## config.mk

```make
export PLATFORM = sky130hd
export DESIGN_NAME = cfd_top
export DESIGN_NICKNAME = d
export VERILOG_FILES = /design/src/inc/cfd_pkg.sv /design/src/inc/cfd_alu_if.sv /design/src/hw/cfd_top.sv /design/src/hw/cfd_alu.sv /design/src/hw/cfd_insync.sv
export SDC_FILE = /design/constraint.sdc
export NUM_CORES = 1
export LEC_CHECK = 0
export BUFFER_PORTS_ARGS = -buffer_cell sky130_fd_sc_hd__clkbuf_2
export CORE_ASPECT_RATIO = 2
export CORE_UTILIZATION = 45
export DETAILED_ROUTE_END_ITERATION = 6
export PLACE_DENSITY = 0.69
export SETUP_SLACK_MARGIN = 0.3
export SYNTH_ARGS = -nofsm -noshare
export SYNTH_HDL_FRONTEND = slang
export SYNTH_SLANG_ARGS = --single-unit
```

## constraint.sdc

```tcl
create_clock -name sys_clk -period 5.09 [get_ports sys_clk]
set_input_delay 0.2545 -clock sys_clk [delete_from_list [all_inputs] [get_ports sys_clk]]
set_output_delay 0.2545 -clock sys_clk [all_outputs]
set_load 0.02 [all_outputs]
```

## src/inc/cfd_pkg.sv

```systemverilog
// Purpose: Constants for the configuration word decoder
// Assumes: 20 MHz system clock, 12-bit configuration words
// Notes:   APB byte offsets, field positions, defaults
package cfd_pkg;

    ////////////////////////////////////////////////////////////////////
    // APB register byte offsets
    localparam logic [7:0] OFS_WORD_MAIN = 8'h00;
    localparam logic [7:0] OFS_WORD_EXT  = 8'h04;
    localparam logic [7:0] OFS_OPTION    = 8'h08;
    localparam logic [7:0] OFS_STATUS    = 8'h0C;

    ////////////////////////////////////////////////////////////////////
    // Main word fields
    localparam int MAIN_XTAL_BUF  = 9;
    localparam int MAIN_SYNC_BYP  = 8;
    localparam int MAIN_IOSC_N    = 7;
    localparam int MAIN_SCRAM_N   = 6;
    localparam int MAIN_DIV_LSB   = 4;
    localparam int MAIN_WDOG      = 3;
    localparam int MAIN_EXT_LSB   = 0;
    // Extension word fields, then option register bits
    localparam int EXT_TRIM2      = 11;
    localparam int EXT_STACK_LIM  = 10;
    localparam int EXT_TRIM_LSB   = 8;
    localparam int EXT_CARRY_DIS  = 6;
    localparam int EXT_BOR_LSB    = 4;
    localparam int EXT_BTRIM_LSB  = 2;
    localparam int EXT_MEM_LSB    = 0;
    localparam int OPT_READBACK   = 6;
    localparam int OPT_EDGE_IRQ   = 7;

    ////////////////////////////////////////////////////////////////////
    // Reset values and codes
    localparam logic [11:0] MAIN_DEFAULT = 12'h140;
    localparam logic [11:0] EXT_DEFAULT  = 12'h473;
    localparam logic [7:0]  OPT_DEFAULT  = 8'hFF;
    localparam logic [11:0] SCRAM_KEY    = 12'hA5C;
    localparam logic [1:0]  BOR_OFF      = 2'h3;
    localparam logic [2:0]  EXT_RC       = 3'h7;
    localparam logic [3:0]  STACK_SHORT  = 4'h2;
    localparam logic [3:0]  STACK_LONG   = 4'h8;

    ////////////////////////////////////////////////////////////////////
    // Instruction clock rates from the internal oscillator
    localparam int SYS_CLK_HZ   = 20_000_000;
    localparam int IOSC_HZ_DIV0 = 4_000_000;
    localparam int IOSC_HZ_DIV1 = 125_000;
    localparam int IOSC_HZ_DIV2 = 1_000_000;
    localparam int IOSC_HZ_DIV3 = 31_250;
    localparam logic [9:0] RATIO0 = 10'(SYS_CLK_HZ / IOSC_HZ_DIV0);
    localparam logic [9:0] RATIO1 = 10'(SYS_CLK_HZ / IOSC_HZ_DIV1);
    localparam logic [9:0] RATIO2 = 10'(SYS_CLK_HZ / IOSC_HZ_DIV2);
    localparam logic [9:0] RATIO3 = 10'(SYS_CLK_HZ / IOSC_HZ_DIV3);

    // System clocks per instruction clock
    function automatic logic [9:0] cfd_ratio(input logic [1:0] div);
        unique case (div)
            2'h0: cfd_ratio = RATIO0;
            2'h1: cfd_ratio = RATIO1;
            2'h2: cfd_ratio = RATIO2;
            2'h3: cfd_ratio = RATIO3;
        endcase
    endfunction : cfd_ratio

    // Rotate then mask, so a protected word never reads back as stored
    function automatic logic [11:0] cfd_scramble(input logic [11:0] w);
        cfd_scramble = {w[5:0], w[11:6]} ^ SCRAM_KEY;
    endfunction : cfd_scramble

endpackage : cfd_pkg

```

## src/inc/cfd_alu_if.sv

```systemverilog
// Purpose: Operand and result bundle for the add/subtract unit
// Assumes: 8-bit data path
// Notes:   Purely combinational bundle
`timescale 1ns/10ps
`default_nettype none
interface cfd_alu_if;
    logic [7:0] dest;
    logic [7:0] work;
    logic       carry;
    logic       is_sub;
    logic       carry_dis;
    logic [7:0] result;
    logic       carry_out;
    modport user (output dest, work, carry, is_sub, carry_dis,
                  input result, carry_out);
    modport alu (input dest, work, carry, is_sub, carry_dis,
                 output result, carry_out);
endinterface : cfd_alu_if
`default_nettype wire

```

## src/hw/cfd_top.sv

```systemverilog
// Purpose: Decode configuration words into static controls
// Assumes: APB slave, zero wait states, 20 MHz sys_clk
// Notes:   Words written over APB take effect at the next reset
`timescale 1ns/10ps
`default_nettype none

// How it works
// - Stack limit set: option bits 6 and 7 read 1, stack two deep.
// - Stack limit clear: option bits 6 and 7 writable, stack eight deep.
// - Carry input on: add gives dest plus work plus carry.
// - Carry input on: subtract gives dest minus work minus not-carry.
// - Carry input off: add and subtract ignore the carry flag.
// - Brown-out code 11 disables; other codes enable chosen threshold.
// - Memory code picks pages and banks: 1/1, 1/2, 4/4, 4/8.
// - Synchroniser bit 0 adds two flops on port inputs; 1 bypasses.
// - Internal oscillator bit 0 selects RC; 1 uses external type.
// - Divider code sets instruction rate: 4M, 125k, 1M, 31.25k Hz.
// - Three-bit trim drives RC oscillator, 000 slowest, 111 fastest.
// - Crystal buffer bit turns the crystal buffer off or on.
// - Protection bit 0 scrambles readback of configuration words.
// - External type codes 000 to 110 select crystal drive modes.
// - External type 111 selects RC network, no clock on output pin.
module cfd_top #(
    parameter int PORT_W = 8
) (
    input  wire logic              sys_clk,
    input  wire logic              rst_n,
    input  wire logic              por_n,
    input  wire logic [7:0]        paddr,
    input  wire logic              psel,
    input  wire logic              penable,
    input  wire logic              pwrite,
    input  wire logic [31:0]       pwdata,
    output logic      [31:0]       prdata,
    output logic                   pready,
    output logic                   pslverr,
    input  wire logic [PORT_W-1:0] port_in,
    output logic      [PORT_W-1:0] port_in_sync,
    input  wire logic [7:0]        alu_dest,
    input  wire logic [7:0]        alu_work,
    input  wire logic              alu_carry,
    input  wire logic              alu_sub,
    output logic      [7:0]        alu_result,
    output logic                   alu_carry_out,
    output logic                   timer_readback_select,
    output logic                   timer_edge_irq_enable,
    output logic      [3:0]        stack_depth,
    output logic      [2:0]        prog_pages,
    output logic      [3:0]        data_banks,
    output logic                   brownout_on,
    output logic      [1:0]        brownout_level_sel,
    output logic      [1:0]        brownout_trim,
    output logic                   int_osc_on,
    output logic      [1:0]        int_osc_divider,
    output logic      [2:0]        int_osc_trim,
    output logic                   instr_tick,
    output logic      [2:0]        ext_osc_type,
    output logic                   ext_osc_rc,
    output logic                   osc_out_clock_on,
    output logic                   crystal_buffer_on,
    output logic                   read_scramble_on,
    output logic                   watchdog_on,
    output logic                   carry_in_disable,
    output logic                   insync_on
);

    ////////////////////////////////////////////////////////////////////
    // Stored words and latched copies
    logic [11:0] config_word_main;
    logic [11:0] config_word_ext;
    logic [11:0] active_main;
    logic [11:0] active_ext;
    logic [7:0]  option_value;
    logic        option_stack_limit;
    logic        wr_main;
    logic        wr_ext;
    logic        wr_opt;

    // Stored words model nonvolatile cells: only power-on resets them to defaults
    always_ff @(posedge sys_clk) begin
        if (!por_n) begin
            config_word_main <= cfd_pkg::MAIN_DEFAULT;
            config_word_ext  <= cfd_pkg::EXT_DEFAULT;
        end else begin
            if (wr_main) begin
                config_word_main <= pwdata[11:0];
            end
            if (wr_ext) begin
                config_word_ext <= pwdata[11:0];
            end
        end
    end

    // Copy taken during reset; writes after release wait for next reset
    always_ff @(posedge sys_clk) begin
        if (!rst_n) begin
            active_main <= config_word_main;
            active_ext  <= config_word_ext;
        end
    end

    ////////////////////////////////////////////////////////////////////
    // Field decode
    assign option_stack_limit = active_ext[cfd_pkg::EXT_STACK_LIM];
    assign carry_in_disable   = active_ext[cfd_pkg::EXT_CARRY_DIS];
    assign brownout_level_sel =
        active_ext[cfd_pkg::EXT_BOR_LSB +: 2];
    assign brownout_trim      = active_ext[cfd_pkg::EXT_BTRIM_LSB +: 2];
    assign brownout_on        =
        brownout_level_sel != cfd_pkg::BOR_OFF;
    assign int_osc_trim       = {active_ext[cfd_pkg::EXT_TRIM2],
        active_ext[cfd_pkg::EXT_TRIM_LSB +: 2]};
    assign crystal_buffer_on  =
        active_main[cfd_pkg::MAIN_XTAL_BUF];
    assign insync_on          = !active_main[cfd_pkg::MAIN_SYNC_BYP];
    assign int_osc_on         =
        !active_main[cfd_pkg::MAIN_IOSC_N];
    assign read_scramble_on   = !active_main[cfd_pkg::MAIN_SCRAM_N];
    assign int_osc_divider    = active_main[cfd_pkg::MAIN_DIV_LSB +: 2];
    assign watchdog_on        = active_main[cfd_pkg::MAIN_WDOG];
    // Drive mode only means something with the RC oscillator off
    assign ext_osc_type       = int_osc_on ? 3'h0
        : active_main[cfd_pkg::MAIN_EXT_LSB +: 3];
    assign ext_osc_rc         = ext_osc_type == cfd_pkg::EXT_RC;
    assign osc_out_clock_on   = !int_osc_on && !ext_osc_rc;
    assign stack_depth        = option_stack_limit
        ? cfd_pkg::STACK_SHORT : cfd_pkg::STACK_LONG;

    // Memory size table
    always_comb begin
        unique case (active_ext[cfd_pkg::EXT_MEM_LSB +: 2])
            2'h0: begin
                prog_pages = 3'h1;
                data_banks = 4'h1;
            end
            2'h1: begin
                prog_pages = 3'h1;
                data_banks = 4'h2;
            end
            2'h2: begin
                prog_pages = 3'h4;
                data_banks = 4'h4;
            end
            2'h3: begin
                prog_pages = 3'h4;
                data_banks = 4'h8;
            end
        endcase
    end

    ////////////////////////////////////////////////////////////////////
    // Option register with lockable top bits
    logic [7:0] next_option;

    assign next_option = option_stack_limit
        ? (pwdata[7:0] | 8'hC0) : pwdata[7:0];
    assign timer_readback_select = option_value[cfd_pkg::OPT_READBACK];
    assign timer_edge_irq_enable = option_value[cfd_pkg::OPT_EDGE_IRQ];

    always_ff @(posedge sys_clk) begin
        if (!rst_n) begin
            option_value <= cfd_pkg::OPT_DEFAULT;
        end else if (wr_opt) begin
            option_value <= next_option;
        end
    end

    ////////////////////////////////////////////////////////////////////
    // APB slave: read data captured in setup, answered with no wait
    logic        setup;
    logic        access;
    logic        hit_main;
    logic        hit_ext;
    logic        hit_opt;
    logic        hit_stat;
    logic        hit;
    logic [11:0] rd_main;
    logic [11:0] rd_ext;
    logic [31:0] status_word;
    logic [31:0] next_prdata;

    assign setup    = psel && !penable;
    assign access   = psel && penable;
    assign hit_main = paddr == cfd_pkg::OFS_WORD_MAIN;
    assign hit_ext  = paddr == cfd_pkg::OFS_WORD_EXT;
    assign hit_opt  = paddr == cfd_pkg::OFS_OPTION;
    assign hit_stat = paddr == cfd_pkg::OFS_STATUS;
    assign hit      = hit_main || hit_ext || hit_opt || hit_stat;
    assign wr_main  = access && pwrite && hit_main;
    assign wr_ext   = access && pwrite && hit_ext;
    assign wr_opt   = access && pwrite && hit_opt;
    assign pready   = 1'b1;
    assign pslverr  = access && !hit;

    // Protected words read back scrambled
    assign rd_main = read_scramble_on
        ? cfd_pkg::cfd_scramble(config_word_main)
        : config_word_main;
    assign rd_ext  = read_scramble_on
        ? cfd_pkg::cfd_scramble(config_word_ext)
        : config_word_ext;
    assign status_word = {20'h0, stack_depth, data_banks,
                          1'b0, prog_pages};
    assign next_prdata =
        hit_main ? {20'h0, rd_main} :
        hit_ext  ? {20'h0, rd_ext} :
        hit_opt  ? {24'h0, option_value} :
        hit_stat ? status_word : 32'h0;

    always_ff @(posedge sys_clk) begin
        if (!rst_n) begin
            prdata <= 32'h0;
        end else if (setup) begin
            prdata <= next_prdata;
        end
    end

    ////////////////////////////////////////////////////////////////////
    // Instruction clock from internal oscillator divider
    logic [9:0] div_cnt;
    logic [9:0] next_div_cnt;

    assign next_div_cnt = div_cnt == 10'h0
        ? cfd_pkg::cfd_ratio(int_osc_divider) - 10'h1
        : div_cnt - 10'h1;

    // External clock source runs the core every system cycle
    always_ff @(posedge sys_clk) begin
        if (!rst_n) begin
            div_cnt    <= 10'h0;
            instr_tick <= 1'b0;
        end else if (int_osc_on) begin
            div_cnt    <= next_div_cnt;
            instr_tick <= div_cnt == 10'h0;
        end else begin
            div_cnt    <= 10'h0;
            instr_tick <= 1'b1;
        end
    end

    ////////////////////////////////////////////////////////////////////
    // Add/subtract unit and input synchroniser
    cfd_alu_if alu_bus ();

    assign alu_bus.dest      = alu_dest;
    assign alu_bus.work      = alu_work;
    assign alu_bus.carry     = alu_carry;
    assign alu_bus.is_sub    = alu_sub;
    assign alu_bus.carry_dis = carry_in_disable;

    cfd_alu u_alu (
        .bus (alu_bus.alu)
    );

    always_ff @(posedge sys_clk) begin
        if (!rst_n) begin
            alu_result    <= 8'h00;
            alu_carry_out <= 1'b0;
        end else begin
            alu_result    <= alu_bus.result;
            alu_carry_out <= alu_bus.carry_out;
        end
    end

    cfd_insync #(
        .PORT_W (PORT_W)
    ) u_insync (
        .sys_clk (sys_clk),
        .rst_n   (rst_n),
        .bypass  (!insync_on),
        .pin_in  (port_in),
        .pin_out (port_in_sync)
    );

    ////////////////////////////////////////////////////////////////////
    // Checks
    property p_opt_locked;
        @(posedge sys_clk) disable iff (!rst_n)
        ($past(rst_n) && option_stack_limit && $past(wr_opt))
            |-> option_value[7:6] == 2'h3 && stack_depth == 4'h2;
    endproperty
    a_opt_locked: assert property (p_opt_locked)
        else $error("locked option bits or short stack wrong");

    property p_opt_free;
        @(posedge sys_clk) disable iff (!rst_n)
        (!option_stack_limit && wr_opt)
            |=> option_value == $past(pwdata[7:0]) && stack_depth == 4'h8;
    endproperty
    a_opt_free: assert property (p_opt_free)
        else $error("option write not taken as written");

    property p_add_carry;
        @(posedge sys_clk) disable iff (!rst_n)
        (!carry_in_disable && !alu_sub)
            |=> alu_result == 8'($past(alu_dest) + $past(alu_work)
                + {7'h0, $past(alu_carry)});
    endproperty
    a_add_carry: assert property (p_add_carry)
        else $error("add did not include carry");

    property p_sub_carry;
        @(posedge sys_clk) disable iff (!rst_n)
        (!carry_in_disable && alu_sub)
            |=> alu_result == 8'($past(alu_dest) - $past(alu_work)
                - {7'h0, !$past(alu_carry)});
    endproperty
    a_sub_carry: assert property (p_sub_carry)
        else $error("subtract did not remove not-carry");

    property p_no_carry;
        @(posedge sys_clk) disable iff (!rst_n)
        carry_in_disable |=> alu_result == ($past(alu_sub)
            ? 8'($past(alu_dest) - $past(alu_work))
            : 8'($past(alu_dest) + $past(alu_work)));
    endproperty
    a_no_carry: assert property (p_no_carry)
        else $error("carry used while disabled");

    property p_bor;
        @(posedge sys_clk) disable iff (!rst_n)
        brownout_on == (active_ext[5:4] != 2'h3);
    endproperty
    a_bor: assert property (p_bor)
        else $error("brown-out enable mismatch");

    property p_mem;
        @(posedge sys_clk) disable iff (!rst_n)
        (active_ext[1:0] == 2'h3) |-> prog_pages == 3'h4
            && data_banks == 4'h8;
    endproperty
    a_mem: assert property (p_mem)
        else $error("default memory size wrong");

    property p_tick;
        @(posedge sys_clk) disable iff (!rst_n)
        (int_osc_on && int_osc_divider == 2'h0 && instr_tick)
            |=> !instr_tick [*4] ##1 instr_tick;
    endproperty
    a_tick: assert property (p_tick)
        else $error("4 MHz instruction tick spacing wrong");

    property p_rc_out;
        @(posedge sys_clk) disable iff (!rst_n)
        (!int_osc_on && active_main[2:0] == 3'h7) |-> !osc_out_clock_on;
    endproperty
    a_rc_out: assert property (p_rc_out)
        else $error("clock out driven in RC mode");

    property p_hold;
        @(posedge sys_clk) disable iff (!rst_n)
        $past(rst_n) |-> $stable(active_main) && $stable(active_ext);
    endproperty
    a_hold: assert property (p_hold)
        else $error("latched configuration changed while running");

    property p_scramble;
        @(posedge sys_clk) disable iff (!rst_n)
        (read_scramble_on && setup && hit_main)
            |=> prdata[11:0] != $past(config_word_main)
             || config_word_main == cfd_pkg::cfd_scramble(config_word_main);
    endproperty
    a_scramble: assert property (p_scramble)
        else $error("protected word read back in clear");

endmodule : cfd_top
`default_nettype wire

```

## src/hw/cfd_alu.sv

```systemverilog
// Purpose: Add and subtract with configurable carry input
// Assumes: Carry out on subtract means no borrow
// Notes:   Combinational; caller registers the result
`timescale 1ns/10ps
`default_nettype none
module cfd_alu (
    cfd_alu_if.alu bus
);
    logic       cin;
    logic [7:0] operand;
    logic [8:0] sum;

    // Subtract as dest + ~work + cin, cin = carry or 1 when ignored
    assign cin     = bus.carry_dis ? bus.is_sub
                                   : bus.carry;
    assign operand = bus.is_sub ? ~bus.work : bus.work;
    assign sum     = {1'b0, bus.dest} + {1'b0, operand}
                   + {8'h00, cin};
    assign bus.result    = sum[7:0];
    assign bus.carry_out = sum[8];
endmodule : cfd_alu
`default_nettype wire

```

## src/hw/cfd_insync.sv

```systemverilog
// Purpose: Optional two-stage input synchroniser for port pins
// Assumes: Bypass setting is static while running
// Notes:   Bypassed path is combinational
`timescale 1ns/10ps
`default_nettype none
module cfd_insync #(
    parameter int PORT_W = 8
) (
    input  wire logic              sys_clk,
    input  wire logic              rst_n,
    input  wire logic              bypass,
    input  wire logic [PORT_W-1:0] pin_in,
    output logic      [PORT_W-1:0] pin_out
);
    logic [PORT_W-1:0] meta;
    logic [PORT_W-1:0] stable;

    // First stage feeds only the second stage
    always_ff @(posedge sys_clk) begin
        if (!rst_n) begin
            meta   <= '0;
            stable <= '0;
        end else begin
            meta   <= pin_in;
            stable <= meta;
        end
    end

    assign pin_out = bypass ? pin_in : stable;

    property p_sync_delay;
        @(posedge sys_clk) disable iff (!rst_n)
        (!bypass && $past(rst_n, 2)) |-> pin_out == $past(pin_in, 2);
    endproperty
    a_sync_delay: assert property (p_sync_delay)
        else $error("synchronised port is not two cycles late");
endmodule : cfd_insync
`default_nettype wire

```

Word-level counts from Yosys, hierarchy flattened
Index checks and enable logic that the tools add are counted.

Flip-flop bits (word level): 122. Output and inout bits: 86. Word-level logic and storage cells: 72.

Reduce and logical (&&, ||, !) cells: 24. Mux-type cells: 17. $add $sub $neg: 4. Equal/unequal tests: 11. Bitwise operators: 4.

Operator list (number): two-way mux 12 bit (6); case mux 10 bit (4 select lines) (1); two-way mux 8 bit (3); subtractor 10 x 1 -> 10 bit (second input constant) (2); equality test 8 x 4 -> 1 bit (second input constant) (2); case mux 4 bit (4 select lines) (1); inverter 6 bit (2); zero test 10 bit (1); two-way mux 10 bit (1); adder 8 x 8 -> 9 bit (1); adder 9 x 1 -> 9 bit (1); equality test 2 bit (second input constant) (4); equality test 8 x 3 -> 1 bit (second input constant) (1); logical AND 1 bit (8); zero test 8 bit (1); inverter 8 bit (1); zero test 1 bit (6); case mux 3 bit (2 select lines) (1); OR reduction 2 bit (3); equality test 2 x 1 -> 1 bit (second input constant) (2); zero test 2 bit (2); two-way mux 4 bit (1); equality test 3 bit (second input constant) (1); logical OR 1 bit (3); 4 further kinds (5).

Logic depth before layout (Yosys ltp)
Depth in word-level cells: 7. Mapped depth: 9. Depth with buffers taken out: 9.

By module
Synthesis repeated with hierarchy kept, for this count alone.

Cell total of the unflattened synthesis: 468. Area total of the unflattened synthesis: 4922.2 um^2.

Modules (own cells, without submodules): cfd_top (cells each 374, instances 1, area each 3961.3 um^2); cfd_insync (cells each 42, instances 1, area each 556.8 um^2); cfd_alu (cells each 52, instances 1, area each 404.1 um^2).

Worst setup path before layout
No wires, ideal clock.

Path type: register -> register. Start point: register active_ext[6]. End point: register alu_carry_out. Buffers on the path: 0. Setup slack: 2562 ps. Arrival time: 2408 ps. Required time: 4970 ps. Clock period less this slack: 2528 ps. Stages on the path, launching flop included: 8. Path through: edfxtp_1 > mux2_2 > fa_1 > fa_1 > a211oi_1 > nor2_1 > o31a_1 > o31a_1.

Longest elaborated chain between the ends: 2.

RTL lines: from (decl) (RTL line cfd_top.sv:72) `logic [11:0] active_ext;`; from (signal assigned) (RTL line cfd_top.sv:98) `active_ext <= config_word_ext;`; two-way mux 1 bit (RTL line cfd_alu.sv:14) `assign cin = bus.carry_dis ? bus.is_sub`; adder 9 x 1 -> 9 bit (RTL line cfd_alu.sv:18) `+ {8'h00, cin};`; to (signal assigned) (RTL line cfd_top.sv:261) `alu_carry_out <= alu_bus.carry_out;`; to (decl) (RTL line cfd_top.sv:44) `output logic alu_carry_out,`.

Every way passes these cells. A chain may end at the register's enable or synchronous reset.

Worst setup path after layout
Ends and elaborated chain as after synthesis.

==> results by group <==
Status
  • Status: finished, final reports clean

Clocking
  • Post-CTS Repair Setup Buffers: 0
  • Clk buf depth: 2
  • Number of CTS-inserted buffers: 9
  • CTS tree: yes
  • Clk_lat worst skew: 340 ps
  • Clock-pin slew on the worst setup and hold paths: 70 ps
  • Post-CTS Hold Buffers: 0
  • Post-CTS sizing: 0
  • # H-tree levels: 3
  • Clock root buffer master: clkbuf_16
  • Clk sinks: 101

Timing
  • Final Slew Violations: 0
  • Final Hold Viols: 0
  • RSZ-0062 raised after global routing: no
  • Rel. slew slack: 0.3528
  • Finish-stage setup viols: 0
  • Peak Freq: 0.3859 GHz
  • Tmin final: 2591 ps
  • Worst-margin pin slew: 965.7 ps
  • Period utilization: 0.5091
  • Clk_skew: 8.003 ps
  • Fin Hold WS: 124.3 ps
  • Setup TNS Final: 0 ps

Synthesis
  • Async set or reset register ratio after synthesis: 0
  • Post-synth top cells: 80 x dfxtp_1, 45 x nand2_1, 34 x buf_4, 33 x o21ai_0
  • Count leader, synth: dfxtp_1
  • Share of the synthesized area in the top cell type: 0.3404
  • Post-Synthesis Mean Instance Area: 10.23 sq um
  • Cell variety after synth: 56
  • Cells after Synth: 460
  • Warnings from Yosys: 0
  • Area of the mapped netlist: 4705 sq um
  • Sequential fraction of the synthesis area: 0.4745
  • Synthesis-stage register bit count: 101
  • Area contributors post-synth: dfxtp_1 34%, edfxtp_1 13%, buf_4 5.4%
  • Number of flops mapped to enable cells by yosys: 21
  • Ys flop type: dfxtp_1
  • Area leader, netlist: dfxtp_1

Run
  • Max Cap Violations: 0

Floorplan
  • Chip height: 146.6 um
  • Ports: 158
  • Die Area: 10,890 sq um
  • Core box area: 10,150 sq um
  • Initial Util: 0.4635
  • DIE WIDTH: 74.30 um
  • Number of placement rows: 52

Placed design
  • DP HPWL: 7977 um
  • IO buf count: 113
  • Placed Cells: 675
  • GP Congestion: 0.8218

Final layout
  • Final #Nets: 633
  • Area delta synth->final: 16.65%
  • Non-filler cells, final: 691
  • Share of layout cells above drive strength 1: 0.2968
  • Final Util: 0.5407
  • ANT cells: 0

Global route
  • Pin count of the biggest net entering global routing: 39
  • Number of antenna violations at the first check in global routing: 0
  • Vias in the first global route: 3,539
  • First-pass GRT wire length: 16,860 um
  • Total congestion overflow: 0
  • GRT Total Usage: 0.2054

Route
  • Wire length per cell: 15.27 um
  • DR vias: 3,573
  • DRT Wirelength: 10,550 um
  • DRC: 0
  • First-pass DRT Iterations: 4
  • Detailed Route Iter0 Violations: 174
  • Final ANT Viol Nets: 0
  • Vias/cell: 5.171

Worst setup path
  • WP data required: 5320 ps
  • Worst setup path class: reg2reg
  • Slowest stage delay, CP: 460 ps
  • Reg2Reg Depth: 7
  • Slowest CP cell: fa_1
  • Worst setup SP type: register
  • R2R Setup Slk: 2500 ps
  • Crit-path cells: mux2_2 -> fa_1 -> fa_1 -> a211oi_1 -> nor2_1 -> o31a_1 -> o31a_1
  • Setup crit end kind: register
  • Worst path arrival time: 2820 ps
  • Maximum fanout along the worst path: 3

Hold path
  • Worst Hold Class: in2reg
  • Hold-critical path depth: 2

Power and ir drop
  • Power Density: 366.2 nW/um^2
  • Max VDD drop: 0.2198 mV
  • Static leakage power: 2.493 nW
  • Total power: 2.009 mW
## cell usage in the layout, fill, tap and decap left out, types with 3 or more instances in the layout
| cell type | Yosys | routed |
|---|---|---|
| nor3_1 | 7 | 7 |
| nand3_1 | 17 | 17 |
| a211oi_1 | 5 | 5 |
| clkbuf_16 | 0 | 9 |
| or2_2 | 3 | 3 |
| o22ai_1 | 3 | 3 |
| mux2i_1 | 19 | 19 |
| a22o_1 | 10 | 10 |
| nand3b_1 | 5 | 5 |
| nor2b_1 | 7 | 7 |
| o21ai_0 | 33 | 33 |
| edfxtp_1 | 21 | 21 |
| conb_1 | 2 | 24 |
| nor2_1 | 23 | 23 |
| a21oi_1 | 5 | 5 |
| inv_6 | 0 | 3 |
| inv_1 | 11 | 11 |
| mux2_2 | 15 | 15 |
| xor2_1 | 8 | 8 |
| nand2_1 | 45 | 45 |
| ha_1 | 8 | 8 |
| or3_1 | 3 | 3 |
| nand4b_1 | 3 | 3 |
| and2_1 | 23 | 23 |
| dfxtp_1 | 80 | 80 |
| mux4_2 | 10 | 10 |
| clkbuf_2 | 0 | 113 |
| nor4_1 | 5 | 5 |
## worst max-delay path: cells and delay by family (launching register included)
kind / cells / cell delay, ps
adder cells (fa/ha/maj): 2 / 900
AO/OA/AOI/OAI: 3 / 760
flip-flops: 1 / 370
multiplexers: 1 / 350
AND/OR/NAND/NOR: 1 / 110
## worst paths after layout
path / startpoint / end
worst min register to register: u_insync.meta[3] / u_insync.stable[3]
worst max register to register: active_ext[6] / alu_carry_out
worst min-delay path: port_in[6] / u_insync.meta[6]
worst max-delay path: active_ext[6] / alu_carry_out
## sequential cells by signal (all words and copies together), names as in the netlist
signal	cells
instr_tick	1
div_cnt	10
option_value	8
u_insync.stable	8
alu_carry_out	1
active_main	10
u_insync.meta	8
prdata	12
config_word_ext	12
active_ext	11
alu_result	8
config_word_main	12
## per-layer routing
layer	vias to the layer above	wire length [um]	global-route usage
li1	1752	-	-
met1	1691	3920	0.2164
met2	111	5928	0.3750
met3	19	389	0.02830
met4	0	315	0.1104
met5	-	0	0
## power breakdown
group	leakage (nW)	switching [mW]	total [mW]	internal, mW
combinational	1.51	0.231	0.417	0.186
clock	0.144	0.306	0.692	0.386
sequential	0.841	0.0349	0.901	0.866
## kinds of logic (layout without fill, tap and decap cells)
logic type	count (synthesis)	in the layout	share of synthesized area
and+or+nand+nor	155	155	0.1731
DFF	101	101	0.4745
AOI/OAI and AO/OA	70	70	0.09522
buffers and inverters	68	142	0.08165
muxes	45	45	0.1274
adders and majority gates	10	10	0.02979
xor gates and xnor gates	9	9	0.01676
other	2	24	0.001596
## per-stage QoR
step	setup WS, ps	instance area [sq um]
2_1_floorplan	2562	4787
3_3_place_gp	2458	5190
3_5_place_dp	2409	5190
4_1_cts	2481	5488
5_1_grt	2391	5488
6_report	2499	5488
## cell type report
cell class	instances	area, sq um
Fill cell	945	4662
Sequential cell	101	2232
Multi-Input combinational cell	313	2171
Timing Repair Buffer	114	573.1
Clock buffer	10	229.0
Tap cell	135	168.9
Clock inverter	6	68.82
Inverter	12	45.04
Power figures use the tool's default switching activity.
